`src/cti_pkg.sv`:
```
// constants, field layouts, codes and states of the camera trigger i/o unit
// assumes one 10 MHz clock and a plain strobe register port
// Summary of operation
// - pulse width sets exposure in pulse-width mode
// - source code 4 selects pulse-width; line field picks input
// - each line direction set individually, input or output
// - inputs debounced; pulses shorter than time discarded
// - per-line debounce time, 0 to 20000 microseconds
// - output mode 0 ready, 1 exposure, 2 strobe, 3 user
// - line index 0 to 3 selects line for configuration
// - per-line inversion drives complement of source
// - ready low at exposure start, high after last readout
// - triggers ignored while ready is low, except a pulse that starts the next frame of a pulse-width burst
// - exposure output high exactly while sensor exposes
// - burst count 1 to 1023 frames per trigger
// - high pulse on selected line is the trigger
// - strobe zero follows exposure, else fixed duration
// - user value low three bits drive matching lines
package cti_pkg;

    // ----------------
    // sizes
    // ----------------
    localparam int NUM_LINES  = 4;
    localparam int LINE_IDX_W = 2;
    localparam int ADDR_W     = 8;
    localparam int DATA_W     = 32;
    localparam int DB_W       = 15;
    localparam int BURST_W    = 10;
    localparam int EXP_W      = 24;
    localparam int STRB_W     = 16;
    localparam int RDO_W      = 16;
    localparam int TICK_W     = 4;
    localparam int USER_W     = 3;

    // ----------------
    // timing
    // ----------------
    localparam int CLOCK_HZ      = 10_000_000;
    localparam int HZ_PER_MHZ    = 1_000_000;
    localparam int CYCLES_PER_US = CLOCK_HZ / HZ_PER_MHZ;
    localparam logic [TICK_W-1:0]  TICK_LAST       = TICK_W'(CYCLES_PER_US - 1);
    localparam logic [DB_W-1:0]    DEBOUNCE_MAX_US = 15'h4E20;
    localparam logic [BURST_W-1:0] BURST_MIN       = 10'h001;

    // ----------------
    // register offsets
    // ----------------
    localparam logic [ADDR_W-1:0] OFF_CTRL     = 8'h00;
    localparam logic [ADDR_W-1:0] OFF_LINE_SEL = 8'h04;
    localparam logic [ADDR_W-1:0] OFF_LINE_CFG = 8'h08;
    localparam logic [ADDR_W-1:0] OFF_DEBOUNCE = 8'h0C;
    localparam logic [ADDR_W-1:0] OFF_BURST    = 8'h10;
    localparam logic [ADDR_W-1:0] OFF_EXPOSE   = 8'h14;
    localparam logic [ADDR_W-1:0] OFF_STROBE   = 8'h18;
    localparam logic [ADDR_W-1:0] OFF_USER     = 8'h1C;
    localparam logic [ADDR_W-1:0] OFF_SOFT     = 8'h20;
    localparam logic [ADDR_W-1:0] OFF_STATUS   = 8'h24;

    // ----------------
    // field positions
    // ----------------
    localparam int CTRL_MODE_BIT = 0;
    localparam int CTRL_SRC_LSB  = 1;
    localparam int CTRL_SRC_MSB  = 3;
    localparam int CTRL_LINE_LSB = 4;
    localparam int CTRL_LINE_MSB = 5;
    localparam int CFG_DIR_BIT   = 0;
    localparam int CFG_INV_BIT   = 1;
    localparam int CFG_MODE_LSB  = 2;
    localparam int CFG_MODE_MSB  = 3;
    localparam int SOFT_BIT      = 0;
    localparam int STAT_READY    = 0;
    localparam int STAT_EXPOSE   = 1;
    localparam int STAT_STROBE   = 2;
    localparam int STAT_IN_LSB   = 4;
    localparam int STAT_IN_MSB   = 7;
    localparam int STAT_FR_LSB   = 8;
    localparam int STAT_FR_MSB   = 17;

    // ----------------
    // reset values and codes
    // ----------------
    localparam logic [EXP_W-1:0]   EXPOSE_RESET = 24'h0003E8;
    localparam logic [BURST_W-1:0] BURST_RESET  = 10'h001;
    localparam logic [2:0] SRC_SOFT  = 3'h0;
    localparam logic [2:0] SRC_EXT   = 3'h1;
    localparam logic [2:0] SRC_PULSE = 3'h4;
    localparam logic [1:0] OUT_READY  = 2'h0;
    localparam logic [1:0] OUT_EXPOSE = 2'h1;
    localparam logic [1:0] OUT_STROBE = 2'h2;
    localparam logic [1:0] OUT_USER   = 2'h3;

    typedef enum {ST_IDLE, ST_EXPOSE, ST_READOUT, ST_ARM} cti_state_type;

endpackage

```
`src/cti_debounce.sv`:
```
// one input line: two-stage synchroniser and a pulse width filter
// assumes a one-microsecond tick and a static debounce time
`timescale 1ns/100ps
module cti_debounce (
    // clock and reset
    input  wire logic                  clock_i,
    input  wire logic                  reset_i,
    // timing
    input  wire logic                  tick_i,
    input  wire logic [cti_pkg::DB_W-1:0] time_us_i,
    // line
    input  wire logic                  pin_i,
    output logic                       level_o
);
    import cti_pkg::*;

    logic            sync_a;
    logic            sync_b;
    logic [DB_W-1:0] held;
    wire             differs = (sync_b != level_o);
    wire             long_enough = (time_us_i == '0) || (held > time_us_i);

    always_ff @(posedge clock_i) begin
        if (reset_i) begin
            sync_a <= 1'b0;
            sync_b <= 1'b0;
        end else begin
            sync_a <= pin_i;
            sync_b <= sync_a;
        end
    end

    // one tick past the debounce time, so tick phase cannot pass a short pulse
    always_ff @(posedge clock_i) begin
        if (reset_i) begin
            held    <= '0;
            level_o <= 1'b0;
        end else if (!differs) begin
            held <= '0;
        end else if (long_enough) begin
            level_o <= sync_b;
            held    <= '0;
        end else if (tick_i) begin
            held <= held + 1'b1;
        end
    end

endmodule

```
`src/cti_out_line.sv`:
```
// one output line: source select, inversion and direction, all registered
// assumes indication inputs on the same clock
`timescale 1ns/100ps
module cti_out_line (
    // clock and reset
    input  wire logic       clock_i,
    input  wire logic       reset_i,
    // configuration
    input  wire logic [1:0] mode_i,
    input  wire logic       invert_i,
    input  wire logic       drive_i,
    // sources
    input  wire logic       ready_i,
    input  wire logic       expose_i,
    input  wire logic       strobe_i,
    input  wire logic       user_i,
    // pin
    output logic            line_o,
    output logic            line_oe_n_o
);
    import cti_pkg::*;

    wire chosen = (mode_i == OUT_READY)  ? ready_i  :
                  (mode_i == OUT_EXPOSE) ? expose_i :
                  (mode_i == OUT_STROBE) ? strobe_i : user_i;

    always_ff @(posedge clock_i) begin
        if (reset_i) begin
            line_o      <= 1'b0;
            line_oe_n_o <= 1'b1;
        end else begin
            line_o      <= chosen ^ invert_i;
            line_oe_n_o <= ~drive_i;
        end
    end

endmodule

```
`src/cti_top.sv`:
```
// trigger input and signal output unit: registers, trigger sequencer, four lines
// assumes asynchronous pins and non-overlapping strobes
//
// Added by the designer: the register offsets and the plain strobed port.
`timescale 1ns/100ps
module cti_top #(
    parameter int READOUT_US = 1000
) (
    // clock and reset
    input  wire logic                          clock_i,
    input  wire logic                          reset_i,
    // register port
    input  wire logic [cti_pkg::ADDR_W-1:0]    reg_addr_i,
    input  wire logic [cti_pkg::DATA_W-1:0]    reg_wdata_i,
    input  wire logic                          reg_write_i,
    input  wire logic                          reg_read_i,
    output logic      [cti_pkg::DATA_W-1:0]    reg_rdata_o,
    // lines
    input  wire logic [cti_pkg::NUM_LINES-1:0] line_in_i,
    output logic      [cti_pkg::NUM_LINES-1:0] line_out_o,
    output logic      [cti_pkg::NUM_LINES-1:0] line_oe_n_o,
    // state
    output logic                               trigger_ready_o,
    output logic                               exposing_o
);
    import cti_pkg::*;

    // ----------------------------------------------------------------
    // configuration registers
    // ----------------------------------------------------------------
    logic                  trig_mode;
    logic [2:0]            trig_src;
    logic [LINE_IDX_W-1:0] trig_line;
    logic [LINE_IDX_W-1:0] line_sel;
    logic [NUM_LINES-1:0]  line_dir;
    logic [NUM_LINES-1:0]  line_inv;
    logic [1:0]            line_mode [NUM_LINES];
    logic [DB_W-1:0]       db_time   [NUM_LINES];
    logic [BURST_W-1:0]    burst;
    logic [EXP_W-1:0]      expose_us;
    logic [STRB_W-1:0]     strobe_us;
    logic [USER_W-1:0]     user_val;

    // ----------------------------------------------------------------
    // sequencer state
    // ----------------------------------------------------------------
    cti_state_type      state;
    cti_state_type      next_state;
    logic [BURST_W-1:0] frames_left;
    logic [BURST_W-1:0] next_frames_left;
    logic [EXP_W-1:0]   exp_cnt;
    logic [EXP_W-1:0]   next_exp_cnt;
    logic [RDO_W-1:0]   rdo_cnt;
    logic [RDO_W-1:0]   next_rdo_cnt;
    logic [STRB_W-1:0]  strb_cnt;
    logic [STRB_W-1:0]  next_strb_cnt;
    logic               strobe;
    logic               next_strobe;
    logic               sel_prev;
    logic [TICK_W-1:0]  tick_cnt;
    logic               tick;
    logic [NUM_LINES-1:0] db_level;

    // ----------------------------------------------------------------
    // one microsecond tick
    // ----------------------------------------------------------------
    always_ff @(posedge clock_i) begin
        if (reset_i) begin
            tick_cnt <= '0;
            tick     <= 1'b0;
        end else begin
            tick_cnt <= (tick_cnt == TICK_LAST) ? '0 : tick_cnt + 1'b1;
            tick     <= (tick_cnt == TICK_LAST);
        end
    end

    // ----------------------------------------------------------------
    // register decode
    // ----------------------------------------------------------------
    wire wr_ctrl  = reg_write_i && (reg_addr_i == OFF_CTRL);
    wire wr_sel   = reg_write_i && (reg_addr_i == OFF_LINE_SEL);
    wire wr_cfg   = reg_write_i && (reg_addr_i == OFF_LINE_CFG);
    wire wr_db    = reg_write_i && (reg_addr_i == OFF_DEBOUNCE);
    wire wr_burst = reg_write_i && (reg_addr_i == OFF_BURST);
    wire wr_exp   = reg_write_i && (reg_addr_i == OFF_EXPOSE);
    wire wr_strb  = reg_write_i && (reg_addr_i == OFF_STROBE);
    wire wr_user  = reg_write_i && (reg_addr_i == OFF_USER);
    wire wr_soft  = reg_write_i && (reg_addr_i == OFF_SOFT);

    // debounce time is clamped to its top value
    wire [DB_W-1:0] db_in = (reg_wdata_i[DATA_W-1:DB_W] != '0 ||
                             reg_wdata_i[DB_W-1:0] > DEBOUNCE_MAX_US) ?
                            DEBOUNCE_MAX_US : reg_wdata_i[DB_W-1:0];
    // a burst of zero is taken as one frame
    wire [BURST_W-1:0] burst_in = (reg_wdata_i[BURST_W-1:0] == '0) ?
                                  BURST_MIN : reg_wdata_i[BURST_W-1:0];
    wire [DATA_W-1:0] cfg_word = {{(DATA_W-CFG_MODE_MSB-1){1'b0}}, line_mode[line_sel],
                                  line_inv[line_sel], line_dir[line_sel]};
    wire [DATA_W-1:0] ctrl_word = {{(DATA_W-CTRL_LINE_MSB-1){1'b0}}, trig_line,
                                   trig_src, trig_mode};
    wire [DATA_W-1:0] stat_word = {{(DATA_W-STAT_FR_MSB-1){1'b0}}, frames_left, db_level,
                                   1'b0, strobe, exposing_o, trigger_ready_o};

    wire [DATA_W-1:0] rd_value =
        (reg_addr_i == OFF_CTRL)     ? ctrl_word :
        (reg_addr_i == OFF_LINE_SEL) ? DATA_W'(line_sel) :
        (reg_addr_i == OFF_LINE_CFG) ? cfg_word :
        (reg_addr_i == OFF_DEBOUNCE) ? DATA_W'(db_time[line_sel]) :
        (reg_addr_i == OFF_BURST)    ? DATA_W'(burst) :
        (reg_addr_i == OFF_EXPOSE)   ? DATA_W'(expose_us) :
        (reg_addr_i == OFF_STROBE)   ? DATA_W'(strobe_us) :
        (reg_addr_i == OFF_USER)     ? DATA_W'(user_val) :
        (reg_addr_i == OFF_STATUS)   ? stat_word : '0;

    always_ff @(posedge clock_i) begin
        if (reset_i) begin
            reg_rdata_o <= '0;
        end else begin
            reg_rdata_o <= reg_read_i ? rd_value : '0;
        end
    end

    always_ff @(posedge clock_i) begin
        if (reset_i) begin
            trig_mode <= 1'b0;
            trig_src  <= SRC_SOFT;
            trig_line <= '0;
            line_sel  <= '0;
            burst     <= BURST_RESET;
            expose_us <= EXPOSE_RESET;
            strobe_us <= '0;
            user_val  <= '0;
        end else begin
            if (wr_ctrl) begin
                trig_mode <= reg_wdata_i[CTRL_MODE_BIT];
                trig_src  <= reg_wdata_i[CTRL_SRC_MSB:CTRL_SRC_LSB];
                trig_line <= reg_wdata_i[CTRL_LINE_MSB:CTRL_LINE_LSB];
            end
            if (wr_sel) begin
                line_sel <= reg_wdata_i[LINE_IDX_W-1:0];
            end
            if (wr_burst) begin
                burst <= burst_in;
            end
            if (wr_exp) begin
                expose_us <= reg_wdata_i[EXP_W-1:0];
            end
            if (wr_strb) begin
                strobe_us <= reg_wdata_i[STRB_W-1:0];
            end
            if (wr_user) begin
                user_val <= reg_wdata_i[USER_W-1:0];
            end
        end
    end

    // per-line settings land in the line picked by the index
    genvar gl;
    generate
        for (gl = 0; gl < NUM_LINES; gl++) begin : g_cfg
            wire hit = (line_sel == LINE_IDX_W'(gl));
            always_ff @(posedge clock_i) begin
                if (reset_i) begin
                    line_dir[gl]  <= 1'b0;
                    line_inv[gl]  <= 1'b0;
                    line_mode[gl] <= OUT_READY;
                    db_time[gl]   <= '0;
                end else begin
                    if (wr_cfg && hit) begin
                        line_dir[gl]  <= reg_wdata_i[CFG_DIR_BIT];
                        line_inv[gl]  <= reg_wdata_i[CFG_INV_BIT];
                        line_mode[gl] <= reg_wdata_i[CFG_MODE_MSB:CFG_MODE_LSB];
                    end
                    if (wr_db && hit) begin
                        db_time[gl] <= db_in;
                    end
                end
            end
        end
    endgenerate

    // ----------------------------------------------------------------
    // trigger detection
    // ----------------------------------------------------------------
    wire sel_level = db_level[trig_line] & ~line_dir[trig_line];
    wire sel_rise  = sel_level & ~sel_prev;
    wire sel_fall  = ~sel_level & sel_prev;
    wire pulse_mode = trig_mode && (trig_src == SRC_PULSE);
    wire ext_mode   = trig_mode && (trig_src == SRC_EXT);
    wire soft_mode  = trig_mode && (trig_src == SRC_SOFT);
    wire soft_pulse = wr_soft && reg_wdata_i[SOFT_BIT];
    // trigger is used in idle only; in a pulse-width burst the arm state also takes a rising pulse while not ready
    wire trigger = ((pulse_mode || ext_mode) && sel_rise) ||
                   (soft_mode && soft_pulse);
    wire [EXP_W-1:0] exp_next = exp_cnt + 1'b1;
    wire [RDO_W-1:0] rdo_next = rdo_cnt + 1'b1;
    wire exp_done = pulse_mode ? sel_fall :
                    (tick && (exp_next >= expose_us));
    wire rdo_done = tick && (rdo_next >= RDO_W'(READOUT_US));

    always_ff @(posedge clock_i) begin
        if (reset_i) begin
            sel_prev <= 1'b0;
        end else begin
            sel_prev <= sel_level;
        end
    end

    // ----------------------------------------------------------------
    // trigger sequencer
    // ----------------------------------------------------------------
    always_comb begin
        next_state       = state;
        next_frames_left = frames_left;
        next_exp_cnt     = exp_cnt;
        next_rdo_cnt     = rdo_cnt;
        case (state)
            ST_IDLE: begin
                if (trigger) begin
                    next_state       = ST_EXPOSE;
                    next_frames_left = burst;
                    next_exp_cnt     = '0;
                end
            end
            ST_EXPOSE: begin
                if (exp_done) begin
                    next_state   = ST_READOUT;
                    next_rdo_cnt = '0;
                end else if (tick) begin
                    next_exp_cnt = exp_next;
                end
            end
            ST_READOUT: begin
                if (rdo_done) begin
                    next_exp_cnt = '0;
                    if (frames_left <= BURST_MIN) begin
                        next_state       = ST_IDLE;
                        next_frames_left = '0;
                    end else begin
                        next_frames_left = frames_left - 1'b1;
                        next_state       = pulse_mode ? ST_ARM : ST_EXPOSE;
                    end
                end else if (tick) begin
                    next_rdo_cnt = rdo_next;
                end
            end
            ST_ARM: begin
                // later frames of a pulse-width burst each wait for their own pulse
                if (!pulse_mode) begin
                    next_state       = ST_IDLE;
                    next_frames_left = '0;
                end else if (sel_rise) begin
                    next_state = ST_EXPOSE;
                end
            end
            default: begin
                next_state = ST_IDLE;
            end
        endcase
    end

    // strobe follows the exposure when its duration is zero
    wire exp_start = (next_state == ST_EXPOSE) && (state != ST_EXPOSE);
    always_comb begin
        next_strobe   = strobe;
        next_strb_cnt = strb_cnt;
        if (strobe_us == '0) begin
            next_strobe = (next_state == ST_EXPOSE);
        end else if (exp_start) begin
            next_strobe   = 1'b1;
            next_strb_cnt = strobe_us;
        end else if (strobe && tick) begin
            next_strb_cnt = strb_cnt - 1'b1;
            next_strobe   = (strb_cnt > STRB_W'(1));
        end
    end

    always_ff @(posedge clock_i) begin
        if (reset_i) begin
            state           <= ST_IDLE;
            frames_left     <= '0;
            exp_cnt         <= '0;
            rdo_cnt         <= '0;
            strb_cnt        <= '0;
            strobe          <= 1'b0;
            trigger_ready_o <= 1'b1;
            exposing_o      <= 1'b0;
        end else begin
            state           <= next_state;
            frames_left     <= next_frames_left;
            exp_cnt         <= next_exp_cnt;
            rdo_cnt         <= next_rdo_cnt;
            strb_cnt        <= next_strb_cnt;
            strobe          <= next_strobe;
            trigger_ready_o <= (next_state == ST_IDLE);
            exposing_o      <= (next_state == ST_EXPOSE);
        end
    end

    // ----------------------------------------------------------------
    // line instances
    // ----------------------------------------------------------------
    generate
        for (gl = 0; gl < NUM_LINES; gl++) begin : g_line
            cti_debounce u_db (
                .clock_i   (clock_i),
                .reset_i   (reset_i),
                .tick_i    (tick),
                .time_us_i (db_time[gl]),
                .pin_i     (line_in_i[gl]),
                .level_o   (db_level[gl])
            );
            // lines past the user value width hold low in user mode unless inverted
            wire user_bit = (gl < USER_W) ? user_val[gl % USER_W] : 1'b0;
            cti_out_line u_out (
                .clock_i     (clock_i),
                .reset_i     (reset_i),
                .mode_i      (line_mode[gl]),
                .invert_i    (line_inv[gl]),
                .drive_i     (line_dir[gl]),
                .ready_i     (trigger_ready_o),
                .expose_i    (exposing_o),
                .strobe_i    (strobe),
                .user_i      (user_bit),
                .line_o      (line_out_o[gl]),
                .line_oe_n_o (line_oe_n_o[gl])
            );
        end
    endgenerate

endmodule

```
`config.mk`:
```
export PLATFORM = sky130hd
export DESIGN_NAME = cti_top
export DESIGN_NICKNAME = d
export VERILOG_FILES = /design/src/cti_pkg.sv /design/src/cti_debounce.sv /design/src/cti_out_line.sv /design/src/cti_top.sv
export SDC_FILE = /design/constraint.sdc
export NUM_CORES = 1
export LEC_CHECK = 0
export BUFFER_PORTS_ARGS = -buffer_cell sky130_fd_sc_hd__buf_2
export CAP_MARGIN = 10
export CORE_ASPECT_RATIO = 0.6
export CORE_MARGIN = 2
export CORE_UTILIZATION = 62
export CTS_CLUSTER_SIZE = 14
export DETAILED_ROUTE_END_ITERATION = 8
export GPL_TIMING_DRIVEN = 1
export PLACE_DENSITY = 0.89
export SLEW_MARGIN = 40
export SYNTH_ARGS = -nofsm -noshare
export SYNTH_HDL_FRONTEND = slang
export SYNTH_HIERARCHICAL = 1
export SYNTH_SLANG_ARGS = --single-unit
```
`constraint.sdc`:
```
create_clock -name clock_i -period 4.8 [get_ports clock_i]
set_input_delay 0.72 -clock clock_i [delete_from_list [all_inputs] [get_ports clock_i]]
set_output_delay 0.72 -clock clock_i [all_outputs]
set_load 0.03 [all_outputs]
```
==> results.sh <==
export IMPL_boundaryPins=90
export IMPL_finish_cell_count_without_fillers=2477
export IMPL_globalRoute_totalOverflow=0
export IMPL_cp_data_required_time_ps=5250
export IMPL_startpoint_of_the_worst_setup_timing_path="exp_cnt[0]"
export IMPL_final_layout_size_suffix_gt1_share_pct=13.01
export IMPL_slew_headroom_pct=40.59
export IMPL_dp_cells=2414
export IMPL_xor_xnor_fraction_of_synth_area_pct=4.541
export IMPL_critical_path_max_fanout=17
export IMPL_p_per_area_nw_per_um2=300.1
export IMPL_sequentialPowerShare_pct=50.7
export IMPL_core_footprint_um2=28890
export IMPL_syn2layout_area_growth_pct=10.39
export IMPL_detail_route_wl_per_cell_um=21.54
export IMPL_placement_setup_worst_slack_ps=-159.2
export IMPL_holdCritPathClass="in -> reg"
export IMPL_min_period_over_period_pct=95.33
export IMPL_timing_critical_path_arrival_ps=5020
export IMPL_synth_top_family_by_area="simple AND/OR/NAND/NOR gates"
export IMPL_die_y_um=137.2
export IMPL_nets_finish=2197
export IMPL_report_final_slew_viol_count=0
export IMPL_worstSetupEndpoint="strb_cnt[7]"
export IMPL_rrSetupSlack_ps=220
export IMPL_drt_pass1_iterations=9
export IMPL_cap_viol_max_count=0
export IMPL_detailedPlacementHpwl_um=38340
export IMPL_power_switching_mw=1.369
export IMPL_syn_avg_cell_area_um2=9.259
export IMPL_dr_max_layer_used="met4"
export IMPL_placementRows=48
export IMPL_synth_simple_gate_area_share_pct=23.82
export IMPL_peakVddDrop_uv=236.0
export IMPL_clk_latency_ps=540
export IMPL_grt_max_degree=74
export IMPL_final_common_cell="dfxtp_1"
export IMPL_mostFrequentLayoutCells="dfxtp_1 (280), nand2_1 (200), a21oi_1 (154)"
export IMPL_proportion_of_synthesized_area_in_mux_cells_pct=4.479
export IMPL_critical_path_cell_chain="ha_1 > and3_2 > nand4_1 > nor2_4 > nand3_1 > nor2_4 > and2_1 > xor2_1 > ha_1 > and4_1 > nand4_1 > o31a_1 > o311a_4 > or4_1 > a31oi_1"
export IMPL_ant_nets=0
export IMPL_syn_cell_area_um2=18320
export IMPL_timing_critical_path_from_type="register"
export IMPL_buffer_type_at_the_clock_tree_root="clkbuf_16"
export IMPL_cp_max_stage_cell="o311a_4"
export IMPL_outcome="finished with violations"
export IMPL_start_util_pct=63.43
export IMPL_grt_first_pass_wirelength_um=82320
export IMPL_die_width_um=225.9
export IMPL_setup_viol=0
export IMPL_netlist_instances=1979
export IMPL_synth_async_reset_ratio_pct=0
export IMPL_hold_buffers=0
export IMPL_gp_congestion=0.9682
export IMPL_crit_path_max_incr_delay_ps=500
export IMPL_totalWireLength_um=53360
export IMPL_via_count_normalized_by_instance_count=6.558
export IMPL_endpoint_kind="register"
export IMPL_gr_usage_all_layers_pct=34.24
export IMPL_synth_edf_count=68
export IMPL_routed_wl_met2_um=21460
export IMPL_leakagePower_nw=7.505
export IMPL_fin_worst_skew_ps=26.91
export IMPL_path_clk_slew_ps=60
export IMPL_number_of_global_route_vias_before_repair=15125
export IMPL_maximum_frequency_from_static_timing_analysis_mhz=218.5
export IMPL_pwr_share_comb_pct=3.9
export IMPL_hold_viol_final=0
export IMPL_routed_wl_met3_um=8648
export IMPL_clock_power_share_pct=45.4
export IMPL_worstMarginPinSlew_ps=884.3
export IMPL_cts_made_buffers=34
export IMPL_met1_layer_wirelength_in_the_final_routing_um=21440
export IMPL_finalCriticalPeriod_ps=4576
export IMPL_initialDrtViolationCount=2565
export IMPL_synth_adder_area_share_pct=6.623
export IMPL_r2r_worst_path_cells=15
export IMPL_r2r_end="strb_cnt[7]"
export IMPL_synth_cell_types=83
export IMPL_synth_yosys_warnings=6
export IMPL_drc=21
export IMPL_switching_share_pct=22.55
export IMPL_clock_sink_count=350
export IMPL_critical_path_reg2reg_startpoint="exp_cnt[0]"
export IMPL_violations="design-rule violations"
export IMPL_synth_sequential_area_ratio_pct=41.95
export IMPL_criticalPathCategory="reg -> reg"
export IMPL_antenna_violations_before_repair=3
export IMPL_cts_tree="yes"
export IMPL_detailroute_via_count=16243
export IMPL_port_buffers=81
export IMPL_power_internal_mw=4.702
export IMPL_synth_seq_cells=350
export IMPL_number_of_buffers_between_clock_root_and_the_deepest_sink=3
export IMPL_synth_compound_area_share_pct=13.48
export IMPL_htree_num_levels=2
export IMPL_dieArea_um2=30990
export IMPL_postLayoutCoreUtil_pct=70.02
export IMPL_synthFlopType="dfxtp_1"
export IMPL_setup_ws_post_layout_ps=224.3
-- cell families after synthesis --
group | Yosys count
and+or+nand+nor | 808
AOI/OAI and AO/OA | 367
DFF | 350
buffers and inverters | 210
adders and majority gates | 97
xor gates and xnor gates | 95
muxes | 51
other | 1
-- synth_stat cells (10+ instances only) --
library cell | n | area share [%]
dfxtp_1 | 282 | 31
nand2_1 | 201 | 4.1
a21oi_1 | 154 | 4.2
nor2_1 | 117 | 2.4
inv_1 | 104 | 2.1
ha_1 | 97 | 6.6
clkbuf_1 | 79 | 1.6
nand3_1 | 79 | 2.2
nor3_1 | 70 | 1.9
edfxtp_1 | 68 | 11
and2_1 | 63 | 2.2
xor2_1 | 59 | 2.8
nand4_1 | 53 | 1.8
nand2b_1 | 40 | 1.4
o21ai_0 | 40 | 1.1
nor3_2 | 36 | 2.0
xnor2_1 | 36 | 1.7
nor4_1 | 31 | 1.1
and3_1 | 30 | 1.0
mux4_2 | 24 | 2.9
mux2i_1 | 19 | 1.0
a22oi_1 | 18 | 0.74
a211oi_1 | 15 | 0.61
nor2b_1 | 15 | 0.51
a31oi_1 | 14 | 0.48
or3_1 | 14 | 0.48
or4_1 | 14 | 0.57
a222oi_1 | 13 | 0.71
nand3b_1 | 12 | 0.49
o211ai_1 | 12 | 0.49
o21a_1 | 12 | 0.49
o31a_1 | 11 | 0.53
a21o_1 | 10 | 0.41
a221oi_1 | 10 | 0.48
-- cell type report --
type / instances / area [um^2]
clock buffers: 53 / 1035
clock inverters: 7 / 91.34
repair buffers: 105 / 591.8
diodes: 1 / 2.502
flip-flops and latches: 350 / 7690
fillers: 2103 / 8660
well taps: 400 / 500.5
inverters: 104 / 390.4
multi-input cells: 1457 / 9927
-- state kept, by name (all words and copies together), names as in the netlist, 24 cells and up, named ones only --
name,flops
expose_us,24
db_time,60
state,32
exp_cnt,24
reg_rdata_o,24
g_line.u_db/held,60
-- repair_timing --
item | 4_1_cts | 5_1_grt
gates resized for setup | 2 | 8
pin swaps | 0 | 2
endpoints found under the setup margin | 23 | 60
setup buffers | 0 | 2
-- power by group through the flow --
stage	logic [mW]	registers, mW	clock network, mW
global placement	0.213	3.14	0
CTS	0.224	3.07	2.76
finish	0.236	3.08	2.76
detailed placement	0.222	3.14	0
floorplan	0.138	3.13	0
global route	0.249	3.08	2.88
-- how the worst min path moves through the flow --
| stage | start | to | slack [ps] | cells past startpoint |
|---|---|---|---|---|
| 3_3_place_gp | g_line[0].u_db/sync_a | g_line[0].u_db/sync_b | 420 | 1 |
| 2_1_floorplan | line_dir[3] | g_line[3].u_out/line_oe_n_o | 390 | 1 |
| 3_5_place_dp | g_line[2].u_db/sync_a | g_line[2].u_db/sync_b | 430 | 1 |
| 5_1_grt | line_in_i[2] | g_line[2].u_db/sync_a | 410 | 2 |
| 4_1_cts | line_in_i[2] | g_line[2].u_db/sync_a | 390 | 2 |
| 6_report | line_in_i[1] | g_line[1].u_db/sync_a | 390 | 2 |
-- per-stage QoR --
| stage | hold slack (ps) | setup TNS, ps | instance area (um^2) | power, mW |
|---|---|---|---|---|
| finish | 393.9 | 0 | 20230 | 6.071 |
| global route | 408.2 | -103.8 | 20230 | 6.209 |
| CTS | 388.7 | 0 | 20160 | 6.057 |
| detailed placement | 431.1 | -287.4 | 19010 | 3.360 |
| global placement | 419.8 | 0 | 19000 | 3.348 |
| floorplan | 386.6 | 0 | 18470 | 3.263 |
-- metal layers --
metal	vias to the layer above	global-route usage [%]
met5	-	0
met4	0	12.36
met3	170	13.68
met2	1195	47.98
met1	7646	47.47
li1	7232	-
-- critical path, delay by kind of cell (launching register included) --
family	cells	cell delay, ps
AND/OR/NAND/NOR	9	2330
AO/OA/AOI/OAI	3	1040
adder cells (fa/ha/maj)	2	570
flip-flops	1	430
XOR/XNOR	1	110
(Power assumes the default switching activity.)
